--- src/include/pfcv_defs.svh ---
/*
 * Constants of the input-threshold and output-overvoltage register block:
 * command codes, field positions, reset values and fault timing.
 * Assumes it is included by the package and the design modules only.
 */
`ifndef PFCV_DEFS_SVH
`define PFCV_DEFS_SVH

// Command codes as seen on the management bus
`define PFCV_CMD_CLEAR_FAULTS 8'h03
`define PFCV_REG_VIN_START 8'h35
`define PFCV_REG_VIN_STOP 8'h36
`define PFCV_REG_OV_LIMIT 8'h40
`define PFCV_REG_OV_ACTION 8'h41

// Linear format widths and field positions
`define PFCV_MANT_W 11
`define PFCV_EXP_W 5
`define PFCV_EXP_LSB 11
`define PFCV_EXP_MSB 15
`define PFCV_MANT_MSB 10
`define PFCV_CFG_EXP_W 3
`define PFCV_DATA_W 16
`define PFCV_ACT_W 8
`define PFCV_WIDE_W 42

// Fault action register fields
`define PFCV_ACT_CODE_MSB 7
`define PFCV_ACT_CODE_LSB 6
`define PFCV_ACT_RETRY_MSB 5
`define PFCV_ACT_RETRY_LSB 3
`define PFCV_ACT_DLY_MSB 2
`define PFCV_ACT_DLY_LSB 0
`define PFCV_RETRY_FOREVER 3'h7

// Reset values
`define PFCV_RST_MANT 11'h000
`define PFCV_RST_ACT 8'h00

// Timing: clock rate and the delay pairs in milliseconds
`define PFCV_CLK_KHZ 100000
`define PFCV_DT1_A_MS 10
`define PFCV_DT1_B_MS 20
`define PFCV_DT1_C_MS 40
`define PFCV_DT2_A_MS 252
`define PFCV_DT2_B_MS 558
`define PFCV_DT2_C_MS 924

`endif

--- src/include/pfcv_pkg.sv ---
/*
 * Types of the threshold and overvoltage fault block.
 * Assumes pfcv_defs.svh is on the include path.
 */
`include "pfcv_defs.svh"

package pfcv_pkg;

    // Linear value: Y times 2 to the N, N in twos complement
    typedef struct packed {
        logic signed [`PFCV_EXP_W-1:0] exp;
        logic [`PFCV_MANT_W-1:0] mant;
    } pfcv_lin_t;

    typedef enum logic [1:0] {CMD_SEND, CMD_WRITE, CMD_READ} pfcv_cmd_kind_t;

    // One decoded host transaction, valid for one cycle
    typedef struct packed {
        logic valid;
        pfcv_cmd_kind_t kind;
        logic [7:0] code;
        logic [`PFCV_DATA_W-1:0] data;
    } pfcv_cmd_t;

    // Action codes in bits 7:6 of the fault action register
    typedef enum logic [1:0] {ACT_IGNORE, ACT_DELAY_RETRY, ACT_SHUT_RETRY, ACT_HOLD_OFF}
        pfcv_act_t;

    typedef enum logic [2:0] {ST_RUN, ST_DELAY1, ST_RETRY_WAIT, ST_HOLD, ST_LATCHED}
        pfcv_fsm_t;

    // Whole state of the main module
    typedef struct packed {
        pfcv_fsm_t state;
        logic [31:0] tmr;
        logic [2:0] retries;
        logic out_en;
        logic conv_on;
        logic ov_flag;
        logic rd_valid;
        logic [`PFCV_DATA_W-1:0] rd_data;
        logic [`PFCV_MANT_W-1:0] vin_start;
        logic [`PFCV_MANT_W-1:0] vin_stop;
        logic [`PFCV_MANT_W-1:0] ov_limit;
        logic [`PFCV_ACT_W-1:0] action;
    } pfcv_state_t;

endpackage

--- src/logic/pfcv_lin_cmp.sv ---
/*
 * Compares two linear-format values (mantissa times two to a signed
 * exponent) after bringing both onto one fixed-point scale.
 * Purely combinational; caller registers the result if needed.
 */
`timescale 1ns/1ns
`include "pfcv_defs.svh"

module pfcv_lin_cmp (
    // Operands
    input wire pfcv_pkg::pfcv_lin_t i_a,
    input wire pfcv_pkg::pfcv_lin_t i_b,
    // Result
    output logic o_a_ge_b
);
    import pfcv_pkg::*;

    // Offset-binary exponent gives a shift of 0..31, so -16 maps to no shift
    function automatic logic [`PFCV_WIDE_W-1:0] widen(input pfcv_lin_t v);
        logic [4:0] sh;
        sh = {~v.exp[4], v.exp[3:0]};
        return {{(`PFCV_WIDE_W-`PFCV_MANT_W){1'b0}}, v.mant} << sh;
    endfunction

    // Both sides share one scale so an exponent change rescales consistently
    always_comb begin
        o_a_ge_b = widen(i_a) >= widen(i_b);
    end
endmodule

--- src/logic/pfcv_fault_regs.sv ---
/*
 * Input start/stop thresholds, output overvoltage limit and the selectable
 * overvoltage fault response of a power-factor-correction controller.
 * Assumes a host engine that hands over decoded commands one cycle long,
 * exponent fields from other configuration registers, and measurements
 * already in linear format on this clock.
 */
`timescale 1ns/1ns
`include "pfcv_defs.svh"

module pfcv_fault_regs #(
    parameter int CYC_PER_MS = `PFCV_CLK_KHZ
) (
    // Clock and reset
    input wire logic i_ref_clk,
    input wire logic i_rst_b,
    // Host command port
    input wire pfcv_pkg::pfcv_cmd_t i_cmd,
    output logic o_rd_valid,
    output logic [`PFCV_DATA_W-1:0] o_rd_data,
    // Exponents from other configuration registers
    input wire logic [`PFCV_CFG_EXP_W-1:0] i_vin_exp,
    input wire logic [`PFCV_CFG_EXP_W-1:0] i_vout_exp,
    // Measurements
    input wire logic [`PFCV_MANT_W-1:0] i_vin_meas,
    input wire pfcv_pkg::pfcv_lin_t i_vout_meas,
    // Power stage control and status
    output logic o_conv_on,
    output logic o_out_en,
    output logic o_ov_flag
);
    import pfcv_pkg::*;

    localparam pfcv_state_t RST_STATE = '{
        state: ST_RUN, tmr: 32'h0000_0000, retries: 3'h0, out_en: 1'b1,
        conv_on: 1'b0, ov_flag: 1'b0, rd_valid: 1'b0, rd_data: 16'h0000,
        vin_start: `PFCV_RST_MANT, vin_stop: `PFCV_RST_MANT,
        ov_limit: `PFCV_RST_MANT, action: `PFCV_RST_ACT};

    pfcv_state_t q;
    pfcv_state_t d;
    pfcv_lin_t vin_lin;
    pfcv_lin_t start_lin;
    pfcv_lin_t stop_lin;
    pfcv_lin_t lim_lin;
    logic vin_ge_start;
    logic stop_ge_vin;
    logic lim_ge_vout;
    logic ov_now;
    logic clr_faults;
    logic [`PFCV_EXP_W-1:0] vin_exp5;
    logic [`PFCV_EXP_W-1:0] vout_exp5;
    pfcv_act_t act;
    logic [2:0] retry_lim;
    logic [2:0] dly_sel;

    // Three-bit twos complement exponent widened to the five-bit field
    function automatic logic [`PFCV_EXP_W-1:0] sext_exp(input logic [2:0] e);
        return {{(`PFCV_EXP_W-`PFCV_CFG_EXP_W){e[2]}}, e};
    endfunction

    // Delay table; codes above 010 reuse the longest pair
    function automatic logic [31:0] dly_cycles(input logic [2:0] sel, input logic second);
        int ms;
        ms = second ? `PFCV_DT2_C_MS : `PFCV_DT1_C_MS;
        case (sel)
            3'h0: ms = second ? `PFCV_DT2_A_MS : `PFCV_DT1_A_MS;
            3'h1: ms = second ? `PFCV_DT2_B_MS : `PFCV_DT1_B_MS;
            default: ms = second ? `PFCV_DT2_C_MS : `PFCV_DT1_C_MS;
        endcase
        return 32'(ms * CYC_PER_MS);
    endfunction

    // Exponents are mirrored live, never stored here
    always_comb begin
        vin_exp5 = sext_exp(i_vin_exp);
        vout_exp5 = sext_exp(i_vout_exp);
        vin_lin = '{exp: vin_exp5, mant: i_vin_meas};
        start_lin = '{exp: vin_exp5, mant: q.vin_start};
        stop_lin = '{exp: vin_exp5, mant: q.vin_stop};
        lim_lin = '{exp: vout_exp5, mant: q.ov_limit};
    end

    // Threshold comparators on a common scale
    pfcv_lin_cmp u_cmp_start (
        .i_a(vin_lin),
        .i_b(start_lin),
        .o_a_ge_b(vin_ge_start)
    );

    pfcv_lin_cmp u_cmp_stop (
        .i_a(stop_lin),
        .i_b(vin_lin),
        .o_a_ge_b(stop_ge_vin)
    );

    pfcv_lin_cmp u_cmp_ov (
        .i_a(lim_lin),
        .i_b(i_vout_meas),
        .o_a_ge_b(lim_ge_vout)
    );

    // Decoded events and action fields
    always_comb begin
        ov_now = !lim_ge_vout;
        clr_faults = i_cmd.valid && i_cmd.kind == CMD_SEND
            && i_cmd.code == `PFCV_CMD_CLEAR_FAULTS;
        act = pfcv_act_t'(q.action[`PFCV_ACT_CODE_MSB:`PFCV_ACT_CODE_LSB]);
        retry_lim = q.action[`PFCV_ACT_RETRY_MSB:`PFCV_ACT_RETRY_LSB];
        dly_sel = q.action[`PFCV_ACT_DLY_MSB:`PFCV_ACT_DLY_LSB];
    end

    // Output off after a fault: retry while attempts remain, else latch off
    function automatic pfcv_state_t shut_off(input pfcv_state_t s, input logic [2:0] lim,
                                             input logic [2:0] sel);
        pfcv_state_t r;
        r = s;
        r.out_en = 1'b0;
        if (lim == `PFCV_RETRY_FOREVER || s.retries != lim) begin
            r.state = ST_RETRY_WAIT;
            r.tmr = dly_cycles(sel, 1'b1) - 32'd1;
        end else begin
            r.state = ST_LATCHED;
        end
        return r;
    endfunction

    // Next-state logic for registers, thresholds and the fault sequencer
    always_comb begin
        d = q;
        d.rd_valid = 1'b0;

        // Start wins when both thresholds are met, so a bad setting still runs
        if (vin_ge_start) begin
            d.conv_on = 1'b1;
        end else if (stop_ge_vin) begin
            d.conv_on = 1'b0;
        end

        // Host writes and reads; unmapped codes read as zero
        if (i_cmd.valid && i_cmd.kind == CMD_WRITE) begin
            case (i_cmd.code)
                `PFCV_REG_VIN_START: d.vin_start = i_cmd.data[`PFCV_MANT_MSB:0];
                `PFCV_REG_VIN_STOP: d.vin_stop = i_cmd.data[`PFCV_MANT_MSB:0];
                `PFCV_REG_OV_LIMIT: d.ov_limit = i_cmd.data[`PFCV_MANT_MSB:0];
                `PFCV_REG_OV_ACTION: d.action = i_cmd.data[`PFCV_ACT_W-1:0];
                default: d.action = q.action;
            endcase
        end
        if (i_cmd.valid && i_cmd.kind == CMD_READ) begin
            d.rd_valid = 1'b1;
            case (i_cmd.code)
                `PFCV_REG_VIN_START: d.rd_data = {vin_exp5, q.vin_start};
                `PFCV_REG_VIN_STOP: d.rd_data = {vin_exp5, q.vin_stop};
                `PFCV_REG_OV_LIMIT: d.rd_data = {vout_exp5, q.ov_limit};
                `PFCV_REG_OV_ACTION: d.rd_data = {8'h00, q.action};
                default: d.rd_data = 16'h0000;
            endcase
        end

        // Sticky fault bit; a new fault in the clearing cycle is kept
        if (ov_now) begin
            d.ov_flag = 1'b1;
        end else if (clr_faults) begin
            d.ov_flag = 1'b0;
        end

        case (q.state)
            ST_RUN: begin
                if (ov_now) begin
                    case (act)
                        ACT_IGNORE: d.state = ST_RUN;
                        ACT_DELAY_RETRY: begin
                            d.state = ST_DELAY1;
                            d.tmr = dly_cycles(dly_sel, 1'b0) - 32'd1;
                        end
                        ACT_SHUT_RETRY: d = shut_off(d, retry_lim, dly_sel);
                        ACT_HOLD_OFF: begin
                            d.out_en = 1'b0;
                            d.state = ST_HOLD;
                        end
                        default: d.state = ST_RUN;
                    endcase
                end
            end
            ST_DELAY1: begin
                // Output keeps running through delay 1
                if (q.tmr != 32'd0) begin
                    d.tmr = q.tmr - 32'd1;
                end else if (ov_now) begin
                    d = shut_off(d, retry_lim, dly_sel);
                end else begin
                    d.state = ST_RUN;
                end
            end
            ST_RETRY_WAIT: begin
                if (q.tmr != 32'd0) begin
                    d.tmr = q.tmr - 32'd1;
                end else begin
                    d.out_en = 1'b1;
                    d.state = ST_RUN;
                    if (retry_lim != `PFCV_RETRY_FOREVER) begin
                        d.retries = q.retries + 3'd1;
                    end
                end
            end
            ST_HOLD: begin
                if (!ov_now) begin
                    d.out_en = 1'b1;
                    d.state = ST_RUN;
                end
            end
            ST_LATCHED: begin
                d.out_en = 1'b0;
            end
            default: d.state = ST_RUN;
        endcase

        // Clear faults releases a latched output and restarts the retry budget
        if (clr_faults) begin
            d.retries = 3'h0;
            if (q.state == ST_LATCHED) begin
                d.state = ST_RUN;
                d.out_en = 1'b1;
            end
        end
    end

    // Single state register
    always_ff @(posedge i_ref_clk) begin
        if (!i_rst_b) begin
            q <= RST_STATE;
        end else begin
            q <= d;
        end
    end

    // Outputs straight from the state register
    always_comb begin
        o_rd_valid = q.rd_valid;
        o_rd_data = q.rd_data;
        o_conv_on = q.conv_on;
        o_out_en = q.out_en;
        o_ov_flag = q.ov_flag;
    end

    a_conv_start_on: assert property (@(posedge i_ref_clk) disable iff (!i_rst_b)
        vin_ge_start |=> o_conv_on) else $error("conversion not started");

    a_conv_stop_off: assert property (@(posedge i_ref_clk) disable iff (!i_rst_b)
        (!vin_ge_start && stop_ge_vin) |=> !o_conv_on)
        else $error("conversion not stopped");

    a_vin_exp_mirror: assert property (@(posedge i_ref_clk) disable iff (!i_rst_b)
        (i_cmd.valid && i_cmd.kind == CMD_READ && i_cmd.code == `PFCV_REG_VIN_START)
        |=> o_rd_valid && o_rd_data[`PFCV_EXP_MSB:`PFCV_EXP_LSB]
            == sext_exp($past(i_vin_exp))) else $error("input exponent mismatch");

    a_ov_exp_mirror: assert property (@(posedge i_ref_clk) disable iff (!i_rst_b)
        (i_cmd.valid && i_cmd.kind == CMD_READ && i_cmd.code == `PFCV_REG_OV_LIMIT)
        |=> o_rd_data[`PFCV_EXP_MSB:`PFCV_EXP_LSB]
            == sext_exp($past(i_vout_exp))) else $error("output exponent mismatch");

    a_ov_flag_set: assert property (@(posedge i_ref_clk) disable iff (!i_rst_b)
        ov_now |=> o_ov_flag) else $error("fault flag not set");

    // Equal exponents must reduce the scaled compare to a plain mantissa compare
    a_ov_same_scale: assert property (@(posedge i_ref_clk) disable iff (!i_rst_b)
        (i_vout_meas.exp == vout_exp5) |-> ov_now == (i_vout_meas.mant > q.ov_limit))
        else $error("same scale compare wrong");

    a_ignore_keeps_on: assert property (@(posedge i_ref_clk) disable iff (!i_rst_b)
        (q.state == ST_RUN && act == ACT_IGNORE && !clr_faults) |=> o_out_en)
        else $error("ignore code disabled output");

    a_delay1_runs: assert property (@(posedge i_ref_clk) disable iff (!i_rst_b)
        (q.state == ST_RUN && ov_now && act == ACT_DELAY_RETRY) |=> o_out_en [*2])
        else $error("output dropped inside delay 1");

    a_shut_immediate: assert property (@(posedge i_ref_clk) disable iff (!i_rst_b)
        (q.state == ST_RUN && ov_now && act == ACT_SHUT_RETRY) |=> !o_out_en)
        else $error("output not shut down");

    // Unlimited retries never count down, so a shut-off always leads to another wait
    a_forever_no_latch: assert property (@(posedge i_ref_clk) disable iff (!i_rst_b)
        (q.state == ST_RUN && ov_now && act == ACT_SHUT_RETRY
            && retry_lim == `PFCV_RETRY_FOREVER) |=> q.state == ST_RETRY_WAIT)
        else $error("unlimited retries latched");

    a_hold_reenable: assert property (@(posedge i_ref_clk) disable iff (!i_rst_b)
        (q.state == ST_HOLD && !ov_now) |=> o_out_en) else $error("no re-enable");

    a_latched_off: assert property (@(posedge i_ref_clk) disable iff (!i_rst_b)
        (q.state == ST_LATCHED && !clr_faults) |=> !o_out_en) else $error("latch leaked");

    a_clear_flag: assert property (@(posedge i_ref_clk) disable iff (!i_rst_b)
        (clr_faults && !ov_now) |=> !o_ov_flag) else $error("flag not cleared");
endmodule

--- config.mk ---
export PLATFORM = sky130hd
export DESIGN_NAME = pfcv_fault_regs
export DESIGN_NICKNAME = d
export VERILOG_FILES = /design/src/include/pfcv_pkg.sv /design/src/logic/pfcv_lin_cmp.sv /design/src/logic/pfcv_fault_regs.sv
export VERILOG_INCLUDE_DIRS = /design/src /design/src/include
export SDC_FILE = /design/constraint.sdc
export NUM_CORES = 1
export LEC_CHECK = 0
export BUFFER_PORTS_ARGS = -buffer_cell sky130_fd_sc_hd__buf_2
export CAP_MARGIN = 30
export CELL_PAD_IN_SITES_DETAIL_PLACEMENT = 1
export CELL_PAD_IN_SITES_GLOBAL_PLACEMENT = 1
export CORE_MARGIN = 2
export CORE_UTILIZATION = 48
export CTS_BUF_LIST = sky130_fd_sc_hd__clkbuf_4 sky130_fd_sc_hd__clkbuf_8
export CTS_CLUSTER_DIAMETER = 200
export DETAILED_ROUTE_END_ITERATION = 10
export PLACE_DENSITY_LB_ADDON = 0.1
export SLEW_MARGIN = 10
export SYNTH_ARGS = -nofsm -noshare
export SYNTH_HDL_FRONTEND = slang
export SYNTH_HIERARCHICAL = 1
export SYNTH_SLANG_ARGS = --single-unit
--- constraint.sdc ---
create_clock -name i_ref_clk -period 4.9 [get_ports i_ref_clk]
set_input_delay 0.735 -clock i_ref_clk [delete_from_list [all_inputs] [get_ports i_ref_clk]]
set_output_delay 0.735 -clock i_ref_clk [all_outputs]
set_load 0.005 [all_outputs]
==> run metrics <==
syn_area_per_cell 7.429 um2; pins over their slew limit 0; Simple-Gate Fraction of Synth Area 0.2696; Max transition margin 0.3950; Post-synth EDFFs 0; Synth Area in Compound Gates 0.2170; Skew-Pair Late Insertion Delay roughly 0.40 ns; CP peak stage delay 0.48 ns; actual slew at the worst max-slew pin 0.9056 ns; WP data required 5.18 ns; maximum clock path buffer count 2; commonest register cell after synthesis dfxtp_1; largest net degree at the start of global routing 78; drt first pass iters 5; HP Start o_ov_flag; Starting Density 0.4893; Total Neg Setup Slack 0 ns; I/O pins 82; Sink Count between 90 and 100; Setup Viol. Count Final 0; Clock Power Share 0.276; count of final hold-check violations 0; maximum vdd drop approximately 0.13 mV; Vias 13336; GRT Overall Usage 0.2925; CP dominant cell by count buf_4; Period minus WS final 4.633 ns; clk_skew roughly 0.020 ns; CP Class in -> reg; MaxCap Viol Count 0; RD Place Congestion 0.9605; CTS Root Cell clkbuf_8; fin nets 2011; adder-cell share of the synthesized area 0.1419; share of power burned in registers 0.371; WL/cell 19.75 um; worst hold path class reg -> reg; Yosys reg bits 97; Post-DRT Antenna Nets 0; CTS clk-pin slew, worst paths ~0.11 ns; Worst EP arrival 4.92 ns; fraction of layout cells with a size suffix above 1 0.1463; Comb power frac 0.353; initial antenna violation count 4; number of global-route vias before repair 13494; post-synthesis mux area share 0.1591; XOR/XNOR share of the synthesized area 0.007285; largest family of logic cells by synthesized area simple AND/OR/NAND/NOR gates; crit path cell chain buf_2, mux2_2, mux2_2, nand2_1, o21ai_0, a21oi_1, o22ai_1, ha_1, nand4_1, nor2_1, o311ai_0, a31o_2, a31oi_1, buf_4, buf_4, nor3_1, buf_4, a22o_2, a221oi_1, o21ai_0; fin crit share 0.9456; Internal 1347 uW; Leak approximately 0.0057 uW; Post-Syn Area 0.01322 mm2; Critical Path Fanout Max 9; CTS Buf Count 9; first-pass GRT wire length 69.13 mm; Power Dens Cells 152.2 mW/mm2; synthesized netlist cell count 1780; status finished clean; total grt overflow 0; dpl hpwl 34.12 mm; switching power total 795.7 uW; Cell Rows 60; DR iter-0 viols 687; die area a little under 0.03 mm2; I/O Buffers between 70 and 80; chip height approximately 170 um; Yosys cell types 82; Max Fclk 0.2158 GHz; Residual DRC 0; register area share after synthesis 0.1468; final setup margin 0.2667 ns; Post-Place Setup Slack -0.1403 ns; via/cell ratio 6.209; Reg-to-Reg Start lim_lin[0]; slowest CP cell a221oi_1; ys async rst share 0; crit path from i_vout_exp[0]; synthesis-to-finish area growth 6.481%; Core Footprint 0.02703 mm2; RSZ-0062 raised after global routing no; Synthesis Warnings 6; CP Launch Type primary input; CP Capture Type flip-flop; Sw Ratio 0.3713; total wire length 42.42 mm; CTS tree built; H-tree levels 3; die width 170.0 um
synth_stat cells (10+ instances only):
master	instances	share of area
a22oi_1	17	0.0097
nand4_1	34	0.016
nand2_1	229	0.065
nor3_1	25	0.0095
buf_1	10	0.0028
nor3b_1	11	0.0062
nor2b_1	58	0.027
clkbuf_1	60	0.017
dfxtp_1	97	0.15
buf_4	20	0.011
nor4_1	14	0.0066
o21ai_1	20	0.0076
o21ai_0	104	0.039
mux2_2	57	0.049
a21boi_0	18	0.010
o21a_1	10	0.0057
nand3_1	45	0.017
or3_1	15	0.0071
o22ai_1	43	0.020
o211ai_1	17	0.0097
nand2b_1	37	0.018
nor2_1	175	0.050
mux2_4	18	0.020
mux2i_1	119	0.090
inv_1	24	0.0068
ha_1	150	0.14
a222oi_1	11	0.0083
a21o_1	15	0.0085
buf_2	24	0.0091
a21oi_1	106	0.040
a211oi_1	24	0.014
and2_1	30	0.014
path summary, 6_finish.rpt:
check / cells after the start / endpoint / slack, ns
worst max-delay path: 20 / q[73] / 0.27
worst min register to register: 2 / o_ov_flag / 0.47
worst min-delay path: 2 / o_ov_flag / 0.47
worst max register to register: 18 / q[88] / 0.42
final cells by class:
type	count	area, um2
diodes	3	7.507
clock buffers	9	123.9
clock inverters	7	92.59
fillers	3493	12940
inverters	28	105.1
multi-input cells	1531	10530
flip-flops and latches	97	1942
well taps	341	426.7
repair buffers	132	854.6
cells in the final DEF, fill, tap and decap left out, drive strengths merged, types with 5 or more instances in the layout:
cell type / n
or2: 12
mux2i: 119
and4: 7
a31oi: 9
nand4: 34
nor4: 18
nand2: 230
a222oi: 11
clkbuf: 9
o211ai: 17
nor2: 176
a21oi: 107
a21o: 15
inv: 30
or4: 5
a211oi: 24
nor2b: 58
a21boi: 21
nor3b: 11
o22a: 6
a221oi: 9
o22ai: 43
a22oi: 21
and2: 33
and3: 6
o21ai: 128
buf: 132
o21a: 10
nand2b: 37
or3: 15
nand3: 45
xnor2: 7
mux2: 75
ha: 150
dfxtp: 97
nor3: 25
critical path: cells and delay by family:
kind,cells,cell delay (ns)
buffers and inverters,4,0.69
AO/OA/AOI/OAI,9,2.05
multiplexers,2,0.65
adder cells (fa/ha/maj),1,0.35
AND/OR/NAND/NOR,4,0.44
routing by layer:
metal | global-route usage | share of wire | vias up
li1 | - | - | 6544
met1 | 0.3601 | 0.44 | 6431
met2 | 0.5251 | 0.49 | 278
met3 | 0.04209 | 0.041 | 81
met4 | 0.09067 | 0.030 | 2
met5 | 0 | 0.00021 | -
through the flow:
stage	cell area [um2]	hold slack [ns]	total power (uW)	cells	util
floorplan	13230	0.4481	1335	1781	-
global placement	13800	0.4550	1523	2122	0.5105
detailed placement	13800	0.4593	1550	2123	0.5107
CTS	14020	0.4760	2139	2139	0.5187
global route	14070	0.5176	2271	2145	0.5207
finish	14080	0.4707	2143	2148	0.5210
power groups by stage:
stage          Sequential [uW]  Combinational, uW  Clock (uW)
2_1_floorplan              813                522           0
3_3_place_gp               813                710           0
3_5_place_dp               813                737           0
4_1_cts                    795                740         604
5_1_grt                    796                840         636
6_report                   795                757         591
cell families (layout without fill, tap and decap cells):
logic type | after synthesis | after routing
fa+ha+maj | 150 | 150
flops | 97 | 97
other cells | 1 | 5
compound gates | 450 | 450
mux | 194 | 194
simple gates | 724 | 724
xor+xnor | 11 | 11
buf+inv | 153 | 176
what timing repair did:
item / in CTS / in global routing
buffers inserted: 0 / 6
endpoints found under the hold margin: 0 / 0
setup endpoints to repair: 0 / 19
hold buffers: 0 / 0
gates resized for setup: 0 / 3
sequential cells by signal, summed over array words and instances (netlist names), 2 cells and up:
| name | count |
|---|---|
| act | 2 |
| q | 63 |
| lim_lin | 11 |
| o_rd_data | 14 |
| dly_sel | 3 |
No activity file was read; power rests on OpenSTA's default activity.
